`config.mk`:
```
export PLATFORM = sky130hd
export DESIGN_NAME = dup_host_port
export DESIGN_NICKNAME = d
export VERILOG_FILES = /design/src/logic/dup_pkg.sv /design/src/logic/dup_sync.sv /design/src/logic/dup_serial_tx.sv /design/src/logic/dup_host_port.sv
export SDC_FILE = /design/constraint.sdc
export NUM_CORES = 1
export LEC_CHECK = 0
export BUFFER_PORTS_ARGS = -buffer_cell sky130_fd_sc_hd__clkbuf_2
export CAP_MARGIN = 20
export CELL_PAD_IN_SITES_DETAIL_PLACEMENT = 1
export CELL_PAD_IN_SITES_GLOBAL_PLACEMENT = 1
export CORE_MARGIN = 4
export CORE_UTILIZATION = 45
export DETAILED_ROUTE_END_ITERATION = 8
export PLACE_DENSITY = 0.78
export SYNTH_ARGS = -nofsm -noshare
export SYNTH_HDL_FRONTEND = slang
export SYNTH_HIERARCHICAL = 1
export SYNTH_SLANG_ARGS = --single-unit
```
`constraint.sdc`:
```
create_clock -name clock -period 2.31 [get_ports clock]
set_input_delay 0.1155 -clock clock [delete_from_list [all_inputs] [get_ports clock]]
set_output_delay 0.1155 -clock clock [all_outputs]
set_load 0.01 [all_outputs]
```
`src/logic/dup_pkg.sv`:
```
// shared constants and types for the dual uart host bus port
package dup_pkg;

  // ==========================================================================
  // bus and register geometry
  localparam int DATA_W   = 8;
  localparam int ADDR_W   = 3;
  localparam int NUM_REGS = 8;

  // register indexes within one channel
  localparam logic [2:0] REG_HOLD   = 3'h0;  // transmit_holding_reg on write
  localparam logic [2:0] REG_IRQ_EN = 3'h1;  // interrupt enable
  localparam logic [2:0] REG_ALT    = 3'h2;  // alternate_function_reg
  localparam logic [2:0] REG_MODEM  = 3'h4;  // modem_control_reg
  localparam logic [2:0] REG_STATUS = 3'h5;  // read-only line status

  // field positions
  localparam int ALT_BCAST_BIT   = 0;  // broadcast writes to both channels
  localparam int MODEM_IR_BIT    = 6;  // infrared line mode
  localparam int IRQ_EN_TX_BIT   = 1;  // holding register empty interrupt
  localparam int STAT_EMPTY_BIT  = 5;  // holding register empty
  localparam int STAT_IDLE_BIT   = 6;  // transmitter fully idle

  // reset values
  localparam logic [7:0] REG_RESET = 8'h00;
  localparam logic [7:0] BUS_IDLE  = 8'h00;

  // ==========================================================================
  // serial timing
  localparam int CLOCK_HZ     = 50_000_000;
  localparam int BIT_TIME_NS  = 8680;
  localparam int BIT_CYCLES   = (BIT_TIME_NS * (CLOCK_HZ / 1_000_000)) / 1000;
  localparam int FRAME_BITS   = 10;

  // ==========================================================================
  // one register access travelling to a channel
  typedef struct packed {
    logic             wr;
    logic [ADDR_W-1:0] addr;
    logic [DATA_W-1:0] data;
  } dup_access_t;

  // synchronised pin group
  typedef struct packed {
    logic              chip_sel_n;
    logic              channel_pick;
    logic              read_strobe_n;
    logic              write_strobe_n;
    logic [ADDR_W-1:0] reg_addr;
    logic [DATA_W-1:0] data;
  } dup_pins_t;

  // pin levels while the host is idle: selects and strobes high
  localparam dup_pins_t PINS_IDLE = '{
    chip_sel_n:     1'b1,
    channel_pick:   1'b1,
    read_strobe_n:  1'b1,
    write_strobe_n: 1'b1,
    reg_addr:       3'h0,
    data:           8'h00
  };

endpackage : dup_pkg

```
`src/logic/dup_sync.sv`:
```
// three-stage pin synchroniser with agreement filter
`timescale 1ns/1ps
`default_nettype none
module dup_sync #(
  parameter int              W         = 1,
  parameter logic [W-1:0]    RESET_VAL = '0
) (
  // clock and reset
  input  wire logic         clock,
  input  wire logic         resetn,
  // pins in, filtered out
  input  wire logic [W-1:0] pin_in,
  output logic      [W-1:0] level
);

  logic [W-1:0] stage1;
  logic [W-1:0] stage2;
  logic [W-1:0] stage3;

  // stage1 feeds only stage2; a bit counts once stages two and three agree
  always_ff @(posedge clock)
  begin
    if (!resetn)
    begin
      stage1 <= RESET_VAL;
      stage2 <= RESET_VAL;
      stage3 <= RESET_VAL;
    end
    else
    begin
      stage1 <= pin_in;
      stage2 <= stage1;
      stage3 <= stage2;
    end
  end

  // per-bit filter: a glitch of one sample never reaches the logic
  always_ff @(posedge clock)
  begin
    if (!resetn)
      level <= RESET_VAL;
    else
      for (int i = 0; i < W; i++)
        if (stage2[i] == stage3[i])
          level[i] <= stage3[i];
  end

endmodule : dup_sync
`default_nettype wire

```
`src/logic/dup_serial_tx.sv`:
```
// serial shifter with standard and infrared idle levels
`timescale 1ns/1ps
`default_nettype none
module dup_serial_tx #(
  parameter int BIT_CYCLES = dup_pkg::BIT_CYCLES
) (
  // clock and reset
  input  wire logic       clock,
  input  wire logic       resetn,
  // byte handoff
  input  wire logic       load,
  input  wire logic [7:0] byte_in,
  input  wire logic       ir_mode,
  output logic            busy,
  // line
  output logic            serial_out
);

  // the tick counter is sixteen bits wide, so longer bit times would wrap
  if (BIT_CYCLES < 2 || BIT_CYCLES > 65536)
  begin : g_bad_bit_cycles
    $error("BIT_CYCLES out of range");
  end

  typedef enum logic [1:0] {
    TX_IDLE = 2'b01,
    TX_SEND = 2'b10
  } dup_tx_state_t;

  dup_tx_state_t state;
  logic [9:0]    shift;
  logic [3:0]    bits_left;
  logic [15:0]   tick;
  logic          line_bit;

  // frame is start bit, eight data bits lsb first, stop bit
  always_ff @(posedge clock)
  begin
    if (!resetn)
    begin
      state     <= TX_IDLE;
      shift     <= 10'h3ff;
      bits_left <= 4'h0;
      tick      <= 16'h0000;
    end
    else
    begin
      unique case (state)
        TX_IDLE:
        begin
          if (load)
          begin
            shift     <= {1'b1, byte_in, 1'b0};
            bits_left <= 4'(dup_pkg::FRAME_BITS);
            tick      <= 16'(BIT_CYCLES - 1);
            state     <= TX_SEND;
          end
        end
        TX_SEND:
        begin
          if (tick == 16'h0000)
          begin
            tick      <= 16'(BIT_CYCLES - 1);
            shift     <= {1'b1, shift[9:1]};
            bits_left <= bits_left - 4'h1;
            if (bits_left == 4'h1)
              state <= TX_IDLE;
          end
          else
            tick <= tick - 16'h0001;
        end
      endcase
    end
  end

  assign busy     = (state == TX_SEND);
  assign line_bit = busy ? shift[0] : 1'b1;

  // standard idles high, infrared idles low and pulses for zero bits
  always_ff @(posedge clock)
  begin
    if (!resetn)
      serial_out <= 1'b1;
    else if (ir_mode)
      serial_out <= ~line_bit;
    else
      serial_out <= line_bit;
  end

endmodule : dup_serial_tx
`default_nettype wire

```
`src/logic/dup_host_port.sv`:
```
// host bus port of a two-channel uart: decode, registers, status pins
// Notes on behaviour
// - read strobe falling starts a read of the addressed register in the chosen channel
// - the read byte drives the data bus; the host samples at strobe rise
// - write strobe rise latches the data bus byte into the addressed register
// - accesses reach a channel only while chip select is low
// - channel pick low targets channel B, high targets channel A
// - alternate function bit 0 makes one write update both channels
// - each channel has an active-high interrupt output requesting service
// - each channel has an active-low transmit ready output from its holding status
// - modem control bit 6 clear: standard mode, transmit idles high and in reset
// - modem control bit 6 set: infrared mode, transmit rests low when idle
// - three address inputs select one of eight registers in the channel
// - eight-bit two-way data bus, driven on reads, received on writes
`timescale 1ns/1ps
`default_nettype none
module dup_host_port #(
  parameter int BIT_CYCLES = dup_pkg::BIT_CYCLES
) (
  // clock and reset
  input  wire logic       clock,
  input  wire logic       resetn,
  // host strobes and selects
  input  wire logic       chip_sel_n,
  input  wire logic       channel_pick,
  input  wire logic       read_strobe_n,
  input  wire logic       write_strobe_n,
  input  wire logic [2:0] reg_addr,
  // two-way data bus
  input  wire logic [7:0] data_in,
  output logic      [7:0] data_out,
  output logic            data_oe,
  // per-channel status pins
  output logic            irq_chan_a,
  output logic            irq_chan_b,
  output logic            tx_ready_a_n,
  output logic            tx_ready_b_n,
  output logic            serial_out_a,
  output logic            serial_out_b
);

  // ==========================================================================
  // parameter checks
  // the shifter counts bit time in sixteen bits; a longer bit time would wrap
  // and too short a one leaves the tick no room to count down
  if (BIT_CYCLES < 2 || BIT_CYCLES > 65536)
  begin : g_bad_bit_cycles
    $error("BIT_CYCLES out of range");
  end

  // three address bits must reach every register of a channel and no more
  if (dup_pkg::NUM_REGS != (1 << dup_pkg::ADDR_W))
  begin : g_bad_reg_count
    $error("NUM_REGS does not match ADDR_W");
  end

  // ==========================================================================
  // pin synchronisation
  // every host pin, data included, passes the same three-flop filter, so the
  // selects, address and strobes reach the logic in the order the host set
  // them; the price is about four clocks from pin to logic, which is why the
  // host must hold each strobe level and its address for at least that long
  // glitches of one sample are dropped by the agreement of stages two and three
  localparam int PIN_W = $bits(dup_pkg::dup_pins_t);

  dup_pkg::dup_pins_t pins_raw;
  dup_pkg::dup_pins_t pins;
  logic [PIN_W-1:0]   pins_flat;

  // gather the host pins into one carrier word
  assign pins_raw.chip_sel_n     = chip_sel_n;
  assign pins_raw.channel_pick   = channel_pick;
  assign pins_raw.read_strobe_n  = read_strobe_n;
  assign pins_raw.write_strobe_n = write_strobe_n;
  assign pins_raw.reg_addr       = reg_addr;
  assign pins_raw.data           = data_in;

  dup_sync #(
    .W         (PIN_W),
    .RESET_VAL (dup_pkg::PINS_IDLE)
  ) u_sync (
    .clock  (clock),
    .resetn (resetn),
    .pin_in (pins_raw),
    .level  (pins_flat)
  );
  assign pins = dup_pkg::dup_pins_t'(pins_flat);

  // ==========================================================================
  // strobe edges
  // edges come from the filtered levels; the previous-level flops reset to
  // the idle high level, so leaving reset never looks like a fall, and a
  // strobe that moves while deselected starts nothing
  logic rd_prev;
  logic wr_prev;
  logic rd_fall;
  logic wr_fall;
  logic wr_rise;
  logic selected;
  logic wr_armed;

  // previous filtered strobe levels for edge detection
  always_ff @(posedge clock)
  begin
    if (!resetn)
    begin
      rd_prev <= 1'b1;
      wr_prev <= 1'b1;
    end
    else
    begin
      rd_prev <= pins.read_strobe_n;
      wr_prev <= pins.write_strobe_n;
    end
  end

  // a rise needs no select of its own here; the commit checks it again
  assign selected = ~pins.chip_sel_n;
  assign rd_fall  = rd_prev & ~pins.read_strobe_n & selected;
  assign wr_fall  = wr_prev & ~pins.write_strobe_n & selected;
  assign wr_rise  = ~wr_prev & pins.write_strobe_n;

  // a write counts only if its falling edge came while selected,
  // and a deselect in mid-write drops it, so a stray rise commits nothing
  always_ff @(posedge clock)
  begin
    if (!resetn)
      wr_armed <= 1'b0;
    else if (wr_fall)
      wr_armed <= 1'b1;
    else if (wr_rise || pins.chip_sel_n)
      wr_armed <= 1'b0;
  end

  // ==========================================================================
  // channel routing
  // a write lands at the rise of its strobe with the address, data and pick
  // that stand then; a fall seen while deselected arms nothing
  logic                broadcast;
  logic                pick_a;
  logic                commit;
  dup_pkg::dup_access_t acc;
  logic [1:0]          wr_hit;

  // data and address are sampled at the write strobe rise; the filtered data
  // word moves through the same flops as the strobe, so it is settled by then
  assign commit   = wr_rise & wr_armed & selected;
  assign pick_a   = pins.channel_pick;
  assign acc.wr   = commit;
  assign acc.addr = pins.reg_addr;
  assign acc.data = pins.data;
  assign wr_hit[0] = acc.wr & (pick_a | broadcast);
  assign wr_hit[1] = acc.wr & (~pick_a | broadcast);

  // ==========================================================================
  // per-channel register files; index 0 is channel A, 1 is channel B
  // register map of one channel: 0 holding (a write starts a frame, a read
  // returns the last byte), 1 interrupt enable, 2 alternate function,
  // 4 modem control, 5 live status (writes dropped), the rest plain storage;
  // alternate function bit 0 of either channel turns writes into broadcasts
  logic [7:0] regs   [2][dup_pkg::NUM_REGS];
  logic [7:0] status_byte [2];
  logic [1:0] hold_wr;
  logic [1:0] store_wr;
  logic [1:0] hold_full;
  logic [1:0] tx_busy;
  logic [1:0] tx_load;
  logic [1:0] ser_out;
  logic [7:0] rd_byte [2];
  logic [1:0] irq;

  for (genvar c = 0; c < 2; c++)
  begin : g_chan
    // write decode for this channel; the status index takes no writes
    assign store_wr[c] = wr_hit[c] & (acc.addr != dup_pkg::REG_STATUS);
    assign hold_wr[c]  = wr_hit[c] & (acc.addr == dup_pkg::REG_HOLD);

    // plain storage; the status index is read-only
    always_ff @(posedge clock)
    begin
      if (!resetn)
      begin
        for (int r = 0; r < dup_pkg::NUM_REGS; r++)
          regs[c][r] <= dup_pkg::REG_RESET;
      end
      else if (store_wr[c])
        regs[c][acc.addr] <= acc.data;
    end

    // holding register flag: a new write wins over the load that empties it,
    // and the load is held off in a write cycle, so a byte still waiting is overwritten
    always_ff @(posedge clock)
    begin
      if (!resetn)
        hold_full[c] <= 1'b0;
      else if (hold_wr[c])
        hold_full[c] <= 1'b1;
      else if (tx_load[c])
        hold_full[c] <= 1'b0;
    end

    // the load waits out a holding write, so the shifter takes the newest byte
    assign tx_load[c] = hold_full[c] & ~tx_busy[c] & ~hold_wr[c];

    // one shifter per channel; it takes the byte the clock after the write
    // lands, and the line shows the start bit one clock later again
    dup_serial_tx #(
      .BIT_CYCLES (BIT_CYCLES)
    ) u_tx (
      .clock      (clock),
      .resetn     (resetn),
      .load       (tx_load[c]),
      .byte_in    (regs[c][dup_pkg::REG_HOLD]),
      .ir_mode    (regs[c][dup_pkg::REG_MODEM][dup_pkg::MODEM_IR_BIT]),
      .busy       (tx_busy[c]),
      .serial_out (ser_out[c])
    );

    // live status: empty once the shifter has taken the byte, idle once the
    // frame has also left the line
    always_comb
    begin
      status_byte[c]                          = 8'h00;
      status_byte[c][dup_pkg::STAT_EMPTY_BIT] = ~hold_full[c];
      status_byte[c][dup_pkg::STAT_IDLE_BIT]  = ~hold_full[c] & ~tx_busy[c];
    end

    // read view: status is live, everything else reads back as stored
    always_comb
    begin
      if (pins.reg_addr == dup_pkg::REG_STATUS)
        rd_byte[c] = status_byte[c];
      else
        rd_byte[c] = regs[c][pins.reg_addr];
    end

    // service request while enabled and the holding register is empty;
    // it drops only for the cycles in which a byte waits for the shifter
    always_ff @(posedge clock)
    begin
      if (!resetn)
        irq[c] <= 1'b0;
      else
        irq[c] <= regs[c][dup_pkg::REG_IRQ_EN][dup_pkg::IRQ_EN_TX_BIT]
                  & ~hold_full[c];
    end
  end

  // either channel's alternate bit turns writes into broadcasts; reads still
  // follow the channel pick, since one bus cannot carry two bytes, and the
  // write that clears the bit is itself broadcast, so both copies clear
  assign broadcast = regs[0][dup_pkg::REG_ALT][dup_pkg::ALT_BCAST_BIT]
                   | regs[1][dup_pkg::REG_ALT][dup_pkg::ALT_BCAST_BIT];

  // ==========================================================================
  // read data path
  // byte is captured at the strobe fall and held steady until the rise,
  // so the host sees no change while it samples; a read runs: pin fall,
  // filtered fall about four clocks later, byte and drive the clock after,
  // and the drive ends about five clocks after the strobe rise
  logic [7:0] rd_pick_byte;

  // channel choice for reads follows the pick alone
  assign rd_pick_byte = pick_a ? rd_byte[0] : rd_byte[1];

  always_ff @(posedge clock)
  begin
    if (!resetn)
      data_out <= dup_pkg::BUS_IDLE;
    else if (rd_fall)
      data_out <= rd_pick_byte;
  end

  // drive only inside a selected read; release on strobe rise or deselect,
  // so a read that the host abandons by deselecting frees the bus as well
  always_ff @(posedge clock)
  begin
    if (!resetn)
      data_oe <= 1'b0;
    else if (rd_fall)
      data_oe <= 1'b1;
    else if (pins.read_strobe_n || pins.chip_sel_n)
      data_oe <= 1'b0;
  end

  // ==========================================================================
  // status pins
  // transmit ready follows the holding flag, so it reads high only while a
  // byte waits for the shifter; the serial lines come from the shifters' flops
  assign irq_chan_a   = irq[0];
  assign irq_chan_b   = irq[1];
  assign tx_ready_a_n = hold_full[0];
  assign tx_ready_b_n = hold_full[1];
  assign serial_out_a = ser_out[0];
  assign serial_out_b = ser_out[1];

endmodule : dup_host_port
`default_nettype wire

```
==> flow_metrics.env <==
export IMPL_synth_cells=1021
export IMPL_drc=0
export IMPL_drive_gt1_frac=0.191
export IMPL_place_area_um2=12100
export IMPL_vias=8289
export IMPL_die_area_um2=27700
export IMPL_path_class="register to register"
export IMPL_cap_violations=0
export IMPL_syn_area_per_cell_um2=11.0
export IMPL_die_h_um=166
export IMPL_first_global_vias=8657
export IMPL_synth_top_area_frac=0.314
export IMPL_async_reset_ff_frac=0
export IMPL_cp_max_fo=8
export IMPL_status="finished, final reports clean"
export IMPL_fin_crit_sh=0.964
export IMPL_ys_flop_type="dfxtp_1"
export IMPL_synthToLayoutAreaGrowth_pct=17.5
export IMPL_wirelength_mm=30.1
export IMPL_hold_path_end="u_sync/stage1[13]"
export IMPL_ir_drop_mv=0.649
export IMPL_netlist_top_cells_area="edfxtp_1 (31%), dfxtp_1 (25%), and2_1 (7.8%)"
export IMPL_clkSlewWorstSetupHoldPaths_ns=0.06
export IMPL_synth_seq_cells=258
export IMPL_rsz0062_at_grt="true"
export IMPL_worst_slew_pin_slew_ns=0.750
export IMPL_start_kind="register"
export IMPL_hold_path_depth=3
export IMPL_final_cell_mix="and2_1 (141), dfxtp_1 (138), edfxtp_1 (118)"
export IMPL_r2r_end="regs[0][1]"
export IMPL_first_iter_violations=496
export IMPL_synth_top_area_cell="edfxtp_1"
export IMPL_max_freq_mhz=449
export IMPL_grt_overflow=0
export IMPL_p_per_area_nw_per_um2=813
export IMPL_antenna_found_initial=0
export IMPL_vias_per_cell=5.65
export IMPL_root_buffer="clkbuf_16"
export IMPL_cts_tree="yes"
export IMPL_ys_types=77
export IMPL_min_period_ns=2.23
export IMPL_port_buffers=31
export IMPL_worstPathArrival_ns=2.49
export IMPL_final_nets=1142
export IMPL_final_cell_count_no_fill=1466
export IMPL_synth_edf_count=118
export IMPL_r2r_slack_ns=0.08
export IMPL_track_usage=0.214
export IMPL_skew_ns=0.0103
export IMPL_r2r_cells=7
export IMPL_initial_utilization=0.461
export IMPL_cts_buffers=29
export IMPL_insertion_delay_ns=0.55
export IMPL_avgRoutedWirePerCell_um=20.6
export IMPL_timing_hold_ws_ns=0.286
export IMPL_r2r_start="wr_prev"
export IMPL_clkSinkCount=258
export IMPL_dr_pass1_iters=5
export IMPL_dp_cells=1388
export IMPL_grt_pass1_wl_mm=48.3
export IMPL_num_rows=57
export IMPL_pin_count=32
export IMPL_yosysWarnings=6
export IMPL_grt_max_degree=56
export IMPL_postRouteAntennaNets=0
export IMPL_drv_slew=0
export IMPL_die_w_um=166
export IMPL_hold_path_class="input port to register"
export IMPL_h_tree_depth=1
export IMPL_antennaDiodeCount=0
export IMPL_synthesis_area_um2=11300
export IMPL_hold_start="channel_pick"
export IMPL_yosysSeqAreaShare=0.563
export IMPL_setup_viol=0
export IMPL_dpl_hpwl_mm=19.7
export IMPL_place_gp_congestion=0.833
export IMPL_slew_headroom=0.499
export IMPL_mostFrequentLayoutCell="and2_1"
export IMPL_coreArea_um2=24500
export IMPL_hold_violations=0
export IMPL_required_ns=2.57
export IMPL_power_leakage_nw=5.04
export IMPL_cts_buffer_depth=3
export IMPL_endpoint_kind="register"
export IMPL_fin_area_um2=13300
-- what timing repair did --
action,4_1_cts,5_1_grt
buffers inserted,0,7
gates resized for setup,1,19
endpoints found under the setup margin,1,36
endpoints found under the hold margin,17,0
cloned,0,1
hold buffers,16,0
pin swaps,0,5
-- cell families after synthesis --
group,synth area share
buffers and inverters,0.0374
other,0.000332
AOI/OAI and AO/OA,0.114
xor gates and xnor gates,0.00621
adders and majority gates,0.00665
muxes,0.0424
DFF,0.563
and+or+nand+nor,0.231
-- cells in the mapped netlist, types with 8 or more instances --
cell      number
inv_1         18
buf_2         18
nor2b_1        8
dfxtp_1      140
nor2_1        51
a41oi_1       12
clkbuf_1      22
nand2_1       82
nor3_2         8
nor3_1        33
edfxtp_1     118
nand4_1       13
and2_1       141
a21oi_1       30
mux2_2         8
o21ai_0       53
mux2i_1       11
and3_1        13
a21boi_0      11
nand2b_1      33
buf_6         11
nand3_1       19
-- routing by layer --
layer  vias up  share of wire  global-route usage  wire, µm
met5         -              0                   0         0
met4         0          0.027              0.0580       816
met3        53          0.042              0.0283      1250
met2       200           0.49               0.371     14900
met1      4160           0.44               0.284     13200
li1       3876              -                   -         -
-- worst max-delay path by stage --
stage / to / startpoint / cells after the start
2_1_floorplan: g_chan[1].u_tx/shift[8] / u_sync/level[9] / 10
3_3_place_gp: g_chan[0].u_tx/tick[14] / u_sync/level[8] / 10
3_5_place_dp: g_chan[0].u_tx/tick[11] / wr_prev / 7
4_1_cts: g_chan[1].u_tx/shift[2] / wr_prev / 8
5_1_grt: g_chan[1].u_tx/shift[3] / u_sync/level[9] / 10
6_report: regs[0][1] / wr_prev / 7
-- where the power goes --
part | internal, mW | switching [mW] | leakage, nW
logic | 0.504 | 0.723 | 2.23
clock network | 2.55 | 1.83 | 0.451
registers | 5.01 | 0.173 | 2.36
total | 8.06 | 2.72 | 5.04
-- area by class of cell --
cell class / count / area (µm²)
Fill cell: 2615 / 11200
Sequential cell: 258 / 6350
Multi-Input combinational cell: 691 / 4620
Timing Repair Buffer: 121 / 902
Clock buffer: 47 / 858
Tap cell: 324 / 405
Inverter: 18 / 67.6
Clock inverter: 7 / 51.3
-- state kept, by name (all words and copies together) (netlist names) --
| signal | count |
|---|---|
| regs | 118 |
| g_chan.u_tx/tick | 32 |
| g_chan.u_tx/shift | 18 |
| u_sync/level | 15 |
| u_sync/stage1 | 15 |
| u_sync/stage2 | 15 |
| u_sync/stage3 | 15 |
| data_out | 8 |
| g_chan.u_tx/bits_left | 8 |
| g_chan.u_tx/state | 4 |
| g_chan.u_tx/serial_out | 2 |
| data_oe | 1 |
| irq_chan_a | 1 |
| irq_chan_b | 1 |
| rd_prev | 1 |
| tx_ready_a_n | 1 |
| tx_ready_b_n | 1 |
| wr_armed | 1 |
| wr_prev | 1 |
-- per-stage QoR --
stage,util,power [mW],setup slack (ns),setup TNS (ns)
finish,0.542,10.8,0.0825,0
global route,0.542,11.2,-0.0134,-0.0360
CTS,0.537,10.8,0.0146,0
detailed placement,0.493,6.38,0.00314,0
global placement,0.493,6.33,0.0914,0
floorplan,-,6.13,-0.0203,-0.0638
-- critical path, stage by stage (launching register included) --
cell	delay, ns
dfxtp_1	0.31
nand3b_1	0.24
buf_4	0.18
nor2_1	0.09
buf_4	0.19
nand3_1	0.34
o21ai_0	0.37
buf_4	0.21
No activity file was read; power rests on OpenSTA's default activity.
